### config.mk
export PLATFORM = sky130hd
export DESIGN_NAME = swp_core
export DESIGN_NICKNAME = d
export VERILOG_FILES = /design/src/logic/swp_pkg.sv /design/src/logic/swp_sub_unit.sv /design/src/logic/swp_core.sv
export VERILOG_INCLUDE_DIRS = /design/src /design/src/logic
export SDC_FILE = /design/constraint.sdc
export NUM_CORES = 1
export LEC_CHECK = 0
export ABC_CLOCK_PERIOD_IN_PS = 8760
export BUFFER_PORTS_ARGS = -buffer_cell sky130_fd_sc_hd__buf_2
export CORE_UTILIZATION = 30
export DETAILED_ROUTE_END_ITERATION = 10
export HOLD_SLACK_MARGIN = 0.05
export PLACE_DENSITY_LB_ADDON = 0.12
export SLEW_MARGIN = 15
export SYNTH_ARGS = -nofsm -noshare
export SYNTH_HDL_FRONTEND = slang
export SYNTH_SLANG_ARGS = --single-unit
### constraint.sdc
create_clock -name pclk -period 8.76 [get_ports pclk]
set_input_delay 1.752 -clock pclk [delete_from_list [all_inputs] [get_ports pclk]]
set_output_delay 1.752 -clock pclk [all_outputs]
set_load 0.005 [all_outputs]
### src/logic/swp_defines.svh
// constants for the subtract alu and wake path slice
// assumes inclusion by the core and the testbench files
`ifndef SWP_DEFINES_SVH
`define SWP_DEFINES_SVH
`define SWP_ADDR_CTRL 12'h000
`define SWP_ADDR_INSTR 12'h004
`define SWP_ADDR_ACC 12'h008
`define SWP_ADDR_STATUS 12'h00c
`define SWP_ADDR_PC 12'h010
`define SWP_ADDR_FILE 12'h200
`define SWP_OPC_LIT 5'h1e
`define SWP_OPC_REG 6'h02
`define SWP_IRQ_VECTOR 13'h0004
`define SWP_CTRL_GIE_BIT 0
`define SWP_CTRL_SLEEP_BIT 1
`define SWP_CTRL_WAKE_BIT 2
`define SWP_STAT_C_BIT 0
`define SWP_STAT_DC_BIT 1
`define SWP_STAT_Z_BIT 2
`define SWP_STAT_SLEEP_BIT 3
`define SWP_STAT_PEND_BIT 4
`define SWP_RESET_ACC 8'h00
`define SWP_RESET_PC 13'h0000
`endif

### src/logic/swp_pkg.sv
// types for the subtract alu and wake path slice
// assumes nothing beyond the defines header
package swp_pkg;
   typedef struct packed {
      logic [7:0] result;
      logic carry;
      logic digit_carry_flag;
      logic zero;
   } swp_alu_out_type;

   typedef enum logic [2:0] {
      swp_run = 3'b001,
      swp_asleep = 3'b010,
      swp_vector = 3'b100
   } swp_state_type;

   typedef struct packed {
      swp_state_type state;
      logic [7:0] acc;
      logic carry;
      logic digit_carry_flag;
      logic zero;
      logic global_irq_enable;
      logic [12:0] pc;
      logic [31:0] prdata;
   } swp_regs_type;
endpackage

### src/logic/swp_sub_unit.sv
// subtractor: minuend minus subtrahend with borrow-style flags
// assumes purely combinational use by the core slice
`timescale 1ns/1ps
`default_nettype none
module swp_sub_unit #(
   parameter int WIDTH = 8
) (
   input wire logic [WIDTH-1:0] minuend,
   input wire logic [WIDTH-1:0] subtrahend,
   output var swp_pkg::swp_alu_out_type res
);
   initial begin
      if (WIDTH != 8) $error("swp_sub_unit supports width 8 only");
   end
   logic [8:0] full;
   logic [4:0] low;
   // two's complement: add inverted subtrahend plus one
   assign full = {1'b0, minuend} + {1'b0, ~subtrahend} + 9'h001;
   assign low = {1'b0, minuend[3:0]} + {1'b0, ~subtrahend[3:0]} + 5'h01;
   // result, carry as no borrow, nibble carry, zero
   assign res = {full[7:0], full[8], low[4], full[7:0] == 8'h00};
endmodule // swp_sub_unit
`default_nettype wire

### src/logic/swp_core.sv
// subtract alu and wake path slice, registers over apb
// assumes apb master on pclk, one instruction per apb write
//
// Operation
// - literal minus accumulator goes to accumulator
// - decode literal subtract from 11110x prefix
// - decode register subtract, seven-bit file address
// - destination bit picks accumulator or file
// - set carry and zero, carry means no borrow
// - wake branches only with global enable set
// - run next instruction, then vector 0004h
//
// The placing of the registers and register access over APB were chosen for this implementation.
`timescale 1ns/1ps
`default_nettype none
`include "swp_defines.svh"
module swp_core #(
   parameter int FILE_DEPTH = 128
) (
   input wire logic pclk,
   input wire logic presetn,
   input wire logic psel,
   input wire logic penable,
   input wire logic pwrite,
   input wire logic [11:0] paddr,
   input wire logic [31:0] pwdata,
   output logic [31:0] prdata,
   output logic pready,
   output logic pslverr,
   input wire logic wake_irq,
   output logic [12:0] pc,
   output logic asleep
);
   initial begin
      if (FILE_DEPTH != 128) $error("swp_core needs a 128-entry file");
   end

   // ************
   // state
   // ************
   swp_pkg::swp_regs_type r, next_r;
   logic [7:0] file_mem [0:127];
   logic wake_pend, next_wake_pend;

   logic wr, rd;
   logic [13:0] instr;
   logic is_lit, is_reg, is_file_addr;
   logic [6:0] faddr;
   logic [7:0] fval, minuend;
   logic file_we;
   logic [6:0] file_wa;
   logic [7:0] file_wd;
   swp_pkg::swp_alu_out_type alu;

   assign wr = psel & penable & pwrite;
   assign rd = psel & penable & ~pwrite;
   assign instr = pwdata[13:0];
   assign is_lit = wr && paddr == `SWP_ADDR_INSTR && instr[13:9] == `SWP_OPC_LIT;
   assign is_reg = wr && paddr == `SWP_ADDR_INSTR && instr[13:8] == `SWP_OPC_REG;
   assign is_file_addr = paddr[11:9] == 3'h1 && paddr[8:2] <= 7'h7f && paddr[1:0] == 2'h0;
   assign faddr = is_reg ? instr[6:0] : paddr[8:2];
   assign fval = file_mem[faddr];
   assign minuend = is_lit ? instr[7:0] : fval;

   swp_sub_unit #(
      .WIDTH(8)
   ) u_sub (
      .minuend(minuend),
      .subtrahend(r.acc),
      .res(alu)
   );

   // ************
   // next state
   // ************
   always_comb begin
      next_r = r;
      next_wake_pend = wake_pend;
      file_we = 1'b0;
      file_wa = faddr;
      file_wd = alu.result;
      if (is_lit || is_reg) begin
         next_r.carry = alu.carry;
         next_r.digit_carry_flag = alu.digit_carry_flag;
         next_r.zero = alu.zero;
         if (is_lit || !instr[7]) begin
            next_r.acc = alu.result;
         end else begin
            file_we = 1'b1;
         end
      end
      if (wr && paddr == `SWP_ADDR_ACC) next_r.acc = pwdata[7:0];
      if (wr && is_file_addr) begin
         file_we = 1'b1;
         file_wd = pwdata[7:0];
      end
      if (wr && paddr == `SWP_ADDR_CTRL) begin
         next_r.global_irq_enable = pwdata[`SWP_CTRL_GIE_BIT];
      end
      unique case (r.state)
         swp_pkg::swp_run: begin
            if ((is_lit || is_reg) && wake_pend) begin
               next_r.state = swp_pkg::swp_vector;
               next_wake_pend = 1'b0;
            end else if (is_lit || is_reg) begin
               next_r.pc = r.pc + 13'h0001;
            end
            if (wr && paddr == `SWP_ADDR_CTRL && pwdata[`SWP_CTRL_SLEEP_BIT]) begin
               next_r.state = swp_pkg::swp_asleep;
            end
         end
         swp_pkg::swp_asleep: begin
            if (wake_irq) begin
               next_r.state = swp_pkg::swp_run;
               next_wake_pend = r.global_irq_enable;
            end
         end
         swp_pkg::swp_vector: begin
            next_r.pc = `SWP_IRQ_VECTOR;
            next_r.global_irq_enable = 1'b0;
            next_r.state = swp_pkg::swp_run;
         end
      endcase
      next_r.prdata = 32'h0000_0000;
      if (rd) begin
         unique case (paddr)
            `SWP_ADDR_CTRL: next_r.prdata = {31'h0, r.global_irq_enable};
            `SWP_ADDR_ACC: next_r.prdata = {24'h0, r.acc};
            `SWP_ADDR_STATUS: next_r.prdata = {27'h0, wake_pend,
               r.state == swp_pkg::swp_asleep, r.zero, r.digit_carry_flag, r.carry};
            `SWP_ADDR_PC: next_r.prdata = {19'h0, r.pc};
            default: next_r.prdata = is_file_addr ? {24'h0, fval} : 32'h0;
         endcase
      end
   end

   // ************
   // registers
   // ************
   always_ff @(posedge pclk or negedge presetn) begin
      if (!presetn) begin
         r <= '{state: swp_pkg::swp_run, acc: `SWP_RESET_ACC, carry: 1'b0,
                digit_carry_flag: 1'b0, zero: 1'b0, global_irq_enable: 1'b0,
                pc: `SWP_RESET_PC, prdata: 32'h0};
         wake_pend <= 1'b0;
      end else begin
         r <= next_r;
         wake_pend <= next_wake_pend;
      end
   end

   always_ff @(posedge pclk) begin
      if (file_we) file_mem[file_wa] <= file_wd;
   end

   // read data appears in the access cycle's second edge: one wait state on reads
   logic rd_wait;
   always_ff @(posedge pclk or negedge presetn) begin
      if (!presetn) rd_wait <= 1'b0;
      else rd_wait <= rd & ~rd_wait;
   end
   assign pready = pwrite | rd_wait | ~psel;
   assign prdata = r.prdata;
   assign pslverr = 1'b0;
   assign pc = r.pc;
   assign asleep = r.state == swp_pkg::swp_asleep;

   // ************
   // checks
   // ************
   a_lit_result: assert property (@(posedge pclk) disable iff (!presetn)
      is_lit |=> r.acc == $past(instr[7:0]) - $past(r.acc))
      else $error("literal subtract result wrong");
   a_reg_acc: assert property (@(posedge pclk) disable iff (!presetn)
      (is_reg && !instr[7]) |=> r.acc == $past(fval) - $past(r.acc))
      else $error("register subtract to acc wrong");
   a_reg_keep: assert property (@(posedge pclk) disable iff (!presetn)
      (is_reg && instr[7] && !(wr && paddr == `SWP_ADDR_ACC)) |=> $stable(r.acc))
      else $error("acc changed on file destination");
   a_carry_flag: assert property (@(posedge pclk) disable iff (!presetn)
      is_lit |=> r.carry == ($past(instr[7:0]) >= $past(r.acc)))
      else $error("carry wrong");
   a_zero_flag: assert property (@(posedge pclk) disable iff (!presetn)
      is_lit |=> r.zero == (r.acc == 8'h00))
      else $error("zero wrong");
   a_digit_flag: assert property (@(posedge pclk) disable iff (!presetn)
      is_lit |=> r.digit_carry_flag == ($past(instr[3:0]) >= $past(r.acc[3:0])))
      else $error("digit carry wrong");
   a_wake_inline: assert property (@(posedge pclk) disable iff (!presetn)
      (asleep && wake_irq && !r.global_irq_enable) |=> !wake_pend)
      else $error("wake with enable clear must stay in line");
   a_vector_jump: assert property (@(posedge pclk) disable iff (!presetn)
      ((is_lit || is_reg) && wake_pend && r.state == swp_pkg::swp_run) |=> ##1 pc == 13'h0004)
      else $error("vector not taken");
   a_decode_reg: assert property (@(posedge pclk) disable iff (!presetn)
      is_reg |-> !is_lit)
      else $error("decode overlap");
   a_decode_lit: assert property (@(posedge pclk) disable iff (!presetn)
      (wr && paddr == `SWP_ADDR_INSTR && instr[13:9] == 5'h1e) |-> is_lit)
      else $error("literal decode missed");
   a_pc_step: assert property (@(posedge pclk) disable iff (!presetn)
      ((is_lit || is_reg) && !wake_pend && r.state == swp_pkg::swp_run
       && !(wr && paddr == `SWP_ADDR_CTRL)) |=> pc == $past(pc) + 13'h0001)
      else $error("pc did not step after subtract");
   a_gie_clear: assert property (@(posedge pclk) disable iff (!presetn)
      (r.state == swp_pkg::swp_vector) |=> !r.global_irq_enable)
      else $error("global enable not cleared on vector");
   a_read_wait: assert property (@(posedge pclk) disable iff (!presetn)
      (psel && penable && !pwrite && !rd_wait) |-> !pready)
      else $error("read answered without wait state");
   c_lit: cover property (@(posedge pclk) is_lit);
   c_reg_file: cover property (@(posedge pclk) is_reg && instr[7]);
   c_wake_vec: cover property (@(posedge pclk) r.state == swp_pkg::swp_vector);
   c_sleep: cover property (@(posedge pclk) asleep ##1 !asleep);
endmodule // swp_core
`default_nettype wire

**After elaboration in Yosys (flattened, before gate mapping)**

Memories as Yosys holds them, arrays and structs flattened.
Index checks and enable logic that the tools add are counted.

- Bits in read-only memories: 0
- Logic and storage cells: 94
- Latch bits: 0
- Bits in registers: 62
- Memory bits (writable): 1024
- Memories: 1

Memories:

| memory | words | bits a word | rd ports | clocked after Yosys merged registers in | write ports | RTL line | text |
|---|---|---|---|---|---|---|---|
| file_mem | 128 | 8 | 1 | 0 | 1 | swp_core.sv:42 | `logic [7:0] file_mem [0:127];` |

- Reductions and logical operators: 25
- Mux-type cells: 26
- Equality and inequality tests: 15
- Shift operators: 0
- $lt $le $gt $ge: 1
- Bitwise logic cells: 11
- Multiply operators: 0
- Divide/modulo/power cells: 0
- Add/subtract/negate cells: 5

Operators by type and width:

| operator | number |
|---|---|
| $pmux W13 S4 | 1 |
| $mux W8 | 5 |
| $mux W13 | 3 |
| $pmux W13 S2 | 1 |
| $eq A12 B4 Y1 const B | 2 |
| $add A13 B1 Y13 const B | 1 |
| $eq A12 B3 Y1 const B | 1 |
| $eq A12 B5 Y1 const B | 1 |
| $logic_not A12 Y1 | 1 |
| $mux W11 | 1 |
| $logic_and A1 B1 Y1 | 10 |
| $reduce_bool A2 Y1 | 5 |
| $add A8 B8 Y9 | 1 |
| $add A9 B1 Y9 const B | 1 |
| $mux W1 | 9 |
| $mux W3 | 3 |
| $pmux W3 S3 | 1 |
| $logic_not A8 Y1 | 1 |
| $ne A2 B2 Y1 const B | 4 |
| $not A8 Y8 | 1 |
| $le A7 B7 Y1 const B | 1 |
| $mux W7 | 1 |
| $eq A3 B1 Y1 const B | 2 |
| $eq A6 B2 Y1 const B | 1 |
| 16 further kinds | 25 |

**Longest topological paths before layout**

An unclocked memory read counts as a cell.

- Word-level depth: 12
- Mapped depth: 24
- Depth with buffers taken out: 19

**Modules after synthesis**

Synthesis repeated with hierarchy kept, for this count alone.

- Cell total of the unflattened synthesis: 2799
- Area total of the unflattened synthesis: 43673.1 µm²

By module, submodules not included:

| module | area each (µm²) | times used | cells each |
|---|---|---|---|
| swp_core | 43245.2 | 1 | 2741 |
| swp_sub_unit | 427.9 | 1 | 58 |

**Least setup slack after synthesis**

OpenSTA, ideal clock, no wires.

- Kind: input to register
- Start: input paddr[5]
- End: memory file_mem[0][7] (data pin)
- Setup time: 1.197 ns
- Path slack: -3.525 ns
- Data arrival time: 11.088 ns
- Cell stages on the path: 22
- Path buffers: 3
- Required time: 7.563 ns
- Cells stage by stage: or4_1 buf_2 nor4_2 a21boi_1 nor2_1 buf_2 buf_2 o22ai_1 o31a_1 o41ai_1 nand4_1 o21ai_0 ha_1 nor2b_1 o21ai_0 a21boi_0 o21ai_0 a21oi_1 o21ai_0 a21boi_0 or2_2 o21ai_0

- Longest elaborated chain between the ends: 9
- Elaborated cells between the ends (all ways): 14
- Those cells by class: 2 x add/sub; 1 x order compare; 1 x eq/ne; 3 x mux; 6 x reduce/logical; 1 x memory

RTL lines:

| item | RTL line | text |
|---|---|---|
| start: declaration | swp_core.sv:25 | `input wire logic [11:0] paddr,` |
| $eq A12 B3 Y1 (no source line) | n/a |  |
| $logic_and A1 B1 Y1 (no source line) (2 in series) | n/a |  |
| $mux W7 | swp_core.sv:61 | `assign faddr = is_reg ? instr[6:0] : paddr[8:2];` |
| $mem_v2 Z128 W8 | n/a |  |
| $mux W8 | swp_core.sv:63 | `assign minuend = is_lit ? instr[7:0] : fval;` |
| $add A8 B8 Y9 | swp_sub_unit.sv:18 | `assign full = {1'b0, minuend} + {1'b0, ~subtrahend} + 9'h001;` |
| $add A9 B1 Y9 | swp_sub_unit.sv:18 |  |
| $mux W8 (*) | swp_core.sv:93 | `if (wr && is_file_addr) begin` |
| net file_wd[7] | swp_core.sv:52 | `logic [7:0] file_wd;` |
| end: declaration | swp_core.sv:42 |  |

Mark *: on every way through the listed nets, which the timed path passes. The rest lies on a longest branch.

**Final worst setup path**

- Start: input paddr[6]
- End: memory file_mem[103][7] (data pin)

The elaborated chain is that of the path after synthesis.

==> results.toml <==
[routing]
drt_iter0_drc = 2799
post-route-drc-count = 0
routed-via-count = 29738
wl_um = 156500
vias_per_cell = 5.436
dr_wl_met3_um = 10460
antenna_left = 0
wire_per_inst_um = 28.61
top_layer = "met4"
wl_met1_um = 69070
route.met2.wl_um = 72800
first_pass_iters = 6

[layout]
nets = 3419
regArea_um2 = 31830
final_common_cell = "edfxtp_1"
fillers = 14297
design_area_um2 = 52660
multi_input_area_um2 = 12540
drive_above_1_share_pct = 13.35
final_cell_mix = "edfxtp_1 (1,024), nand2_1 (277), nor2_1 (230)"
area_growth_pct = 16.30

[run]
maxCapViolations = 0

[worst_setup_path]
arrival_ns = 8.11
setup.worst_path.end_class = "flip-flop"
regToRegSetupSlack_ns = 3.14
crit_fanout = 27
r2r-end = "file_mem[103][7]$_DFFE_PP_"
cp.required_ns = 9.33
critical_path.startpoint_type = "primary input"
reg2reg_depth = 21
r2r_start = "file_mem[103][0]$_DFFE_PP_"
critPathKind = "in2reg"

[logic_synthesis]
synth-simple-area-share_pct = 6.765
postSynthAreaPerCell_um2 = 13.85
synth_compound_area_share_pct = 14.11
synthArstFlopShare_pct = 4.030
synth_ff_type = "edfxtp_1"
ys_warn_count = 0
synthMuxAreaShare_pct = 5.488
synthesis.instances = 3268
synth_fa_ha_area_share_pct = 0.3206
synth_xor_area_share_pct = 0.2321
synth_area_um2 = 45280
synth-edff-count = 1024
ys_seq_area_share_pct = 70.30
ys_ff_latch = 1067
synth_top_family_by_area = "compound AO/OA/AOI/OAI gates"
ys_types = 66

[sta]
hold_viol_final = 0
tightest_slew_ns = 1.190
timing.fmax_ghz = 0.1326
slew_headroom_pct = 20.46
tns_ns = 0
finalCriticalPeriod_ns = 7.544
period_share_pct = 86.11
setup_viol = 0
skew_ns = 0.04670
rsz0062_at_grt = "false"
slew_viol_final = 0

[placement]
gp_congestion = 0.8654
placed_area_um2 = 48930
dp_hpwl_um = 97900
portBuffers = 59

[clock_network]
cts-root-buf = "clkbuf_16"
htreeDepth = 3
clock_sinks = 1067
clock_path_buffers = 3
clkTransAtPathRegs_ns = 0.06
cts_made_buffers = 116
cts_setup_buffers = 0
cts_resized = 0
hold_buffers = 0
cts_tree = "done"
insertion_delay_ns = 0.75

[floorplan]
row_count = 142
design.core.area_um2 = 149800
pin_count = 98
die_h_um = 390.5
dieArea_um2 = 152500
die_width_um = 390.5
start_util_pct = 30.23

[min_path]
hold_class = "reg2reg"
hold-path-endpoint = "r[46]$_DFFE_PN0N_"
hp-start = "r[46]$_DFFE_PN0N_"
whs_path_depth = 2

[grt]
grt_overflow = 0
grt_usage_pct = 20.25
antenna_found_initial = 6
grt_max_degree = 85
grt_pass1_vias = 29878
grt_pass1_wl_um = 221500

[power_and_ir_drop]
peakVddDrop_uv = 147.9
power_density_nw_per_um2 = 226.9
p_leak_nw = 17.01

[outcome]
outcome = "finished clean"
## cell usage after synthesis, types with 10 or more instances
cell type / count / share of area, %
nand4_1: 17 / 0.23
dfrtp_1: 42 / 2.3
a22oi_1: 103 / 1.7
nor2_1: 233 / 1.9
o31a_1: 88 / 1.7
a21oi_1: 124 / 1.4
a41oi_1: 16 / 0.31
buf_4: 46 / 0.76
edfxtp_1: 1024 / 68
clkbuf_1: 169 / 1.4
buf_2: 12 / 0.13
nand3_1: 11 / 0.12
nor4_1: 20 / 0.28
o22ai_1: 229 / 3.2
a221oi_1: 21 / 0.41
o41ai_1: 33 / 0.64
inv_1: 18 / 0.15
mux2i_1: 210 / 4.6
nand2_1: 278 / 2.3
o221ai_1: 47 / 0.91
and2_1: 30 / 0.41
buf_1: 40 / 0.33
mux2_2: 34 / 0.85
o21ai_1: 13 / 0.14
nor3b_1: 29 / 0.48
xor2_1: 10 / 0.19
ha_1: 10 / 0.28
o21ai_0: 220 / 2.4
nor3_1: 10 / 0.11
## flip-flops by register name (all words and copies together) (netlist names)
name       flops
file_mem    1024
r             15
pc            13
prdata        13
rd_wait        1
wake_pend      1
## how the worst max path moves through the flow
stage / startpoint / endpoint / slack [ns]
2_1_floorplan: paddr[5] / file_mem[0][7]$_DFFE_PP_ / 0.23
3_3_place_gp: paddr[5] / file_mem[59][7]$_DFFE_PP_ / 0.41
3_5_place_dp: paddr[2] / file_mem[59][7]$_DFFE_PP_ / 0.50
4_1_cts: paddr[2] / file_mem[57][7]$_DFFE_PP_ / 1.28
5_1_grt: paddr[5] / file_mem[58][7]$_DFFE_PP_ / 0.86
6_report: paddr[6] / file_mem[103][7]$_DFFE_PP_ / 1.22
## metrics by stage
step / setup WS, ns / instances / power (mW) / hold slack, ns / util, %
floorplan: 0.2292 / 3287 / 6.591 / 0.4503 / -
CTS: 1.284 / 5469 / 12.07 / 0.5081 / 35.15
detailed placement: 0.5021 / 5256 / 7.225 / 0.4925 / 32.67
global placement: 0.4073 / 5256 / 7.194 / 0.4948 / 32.67
global route: 0.8578 / 5469 / 12.32 / 0.5464 / 35.15
finish: 1.216 / 5471 / 11.95 / 0.5106 / 35.16
## logic make-up after synthesis
group,after synthesis
AOI/OAI and AO/OA,964
xor gates and xnor gates,12
adders and majority gates,11
buffers and inverters,285
DFF,1067
muxes,244
other,1
and+or+nand+nor,684
## worst max-delay path, cell delays in order
cell	delay [ns]
buf_2	0.17
or4_1	0.67
nor4_1	0.53
nand2_1	0.17
buf_4	0.21
mux2i_1	0.15
buf_4	0.29
a41oi_1	0.10
o41ai_1	1.02
o2111ai_1	0.28
buf_4	0.24
mux2i_1	0.21
ha_1	0.19
nor2b_1	0.04
o21ai_0	0.23
a21boi_0	0.13
o21ai_0	0.21
a21oi_1	0.12
o21ai_0	0.22
a21boi_0	0.15
or2_2	0.36
o21ai_4	0.21
buf_4	0.22
buf_12	0.18
## power breakdown
part / internal [mW] / leakage, nW / switching (mW)
sequential: 5.90 / 9.75 / 0.00618
clock: 2.79 / 1.81 / 2.06
combinational: 0.321 / 5.45 / 0.874
## routing by layer
layer,vias to the layer above,GRT usage (%)
met2,1088,32.47
met1,15342,27.87
li1,13080,-
met5,-,0
met4,0,6.203
met3,228,3.510
## area by class of cell
type / count / area share [%]
antenna: 2 / 0.009505
clock buffer: 144 / 5.874
clock inverter: 69 / 1.183
inverter: 18 / 0.1283
multi-input combinational: 1935 / 23.81
sequential: 1067 / 60.44
tap: 2016 / 4.790
timing repair buffer: 220 / 3.766
No activity file was read; power rests on OpenSTA's default activity.
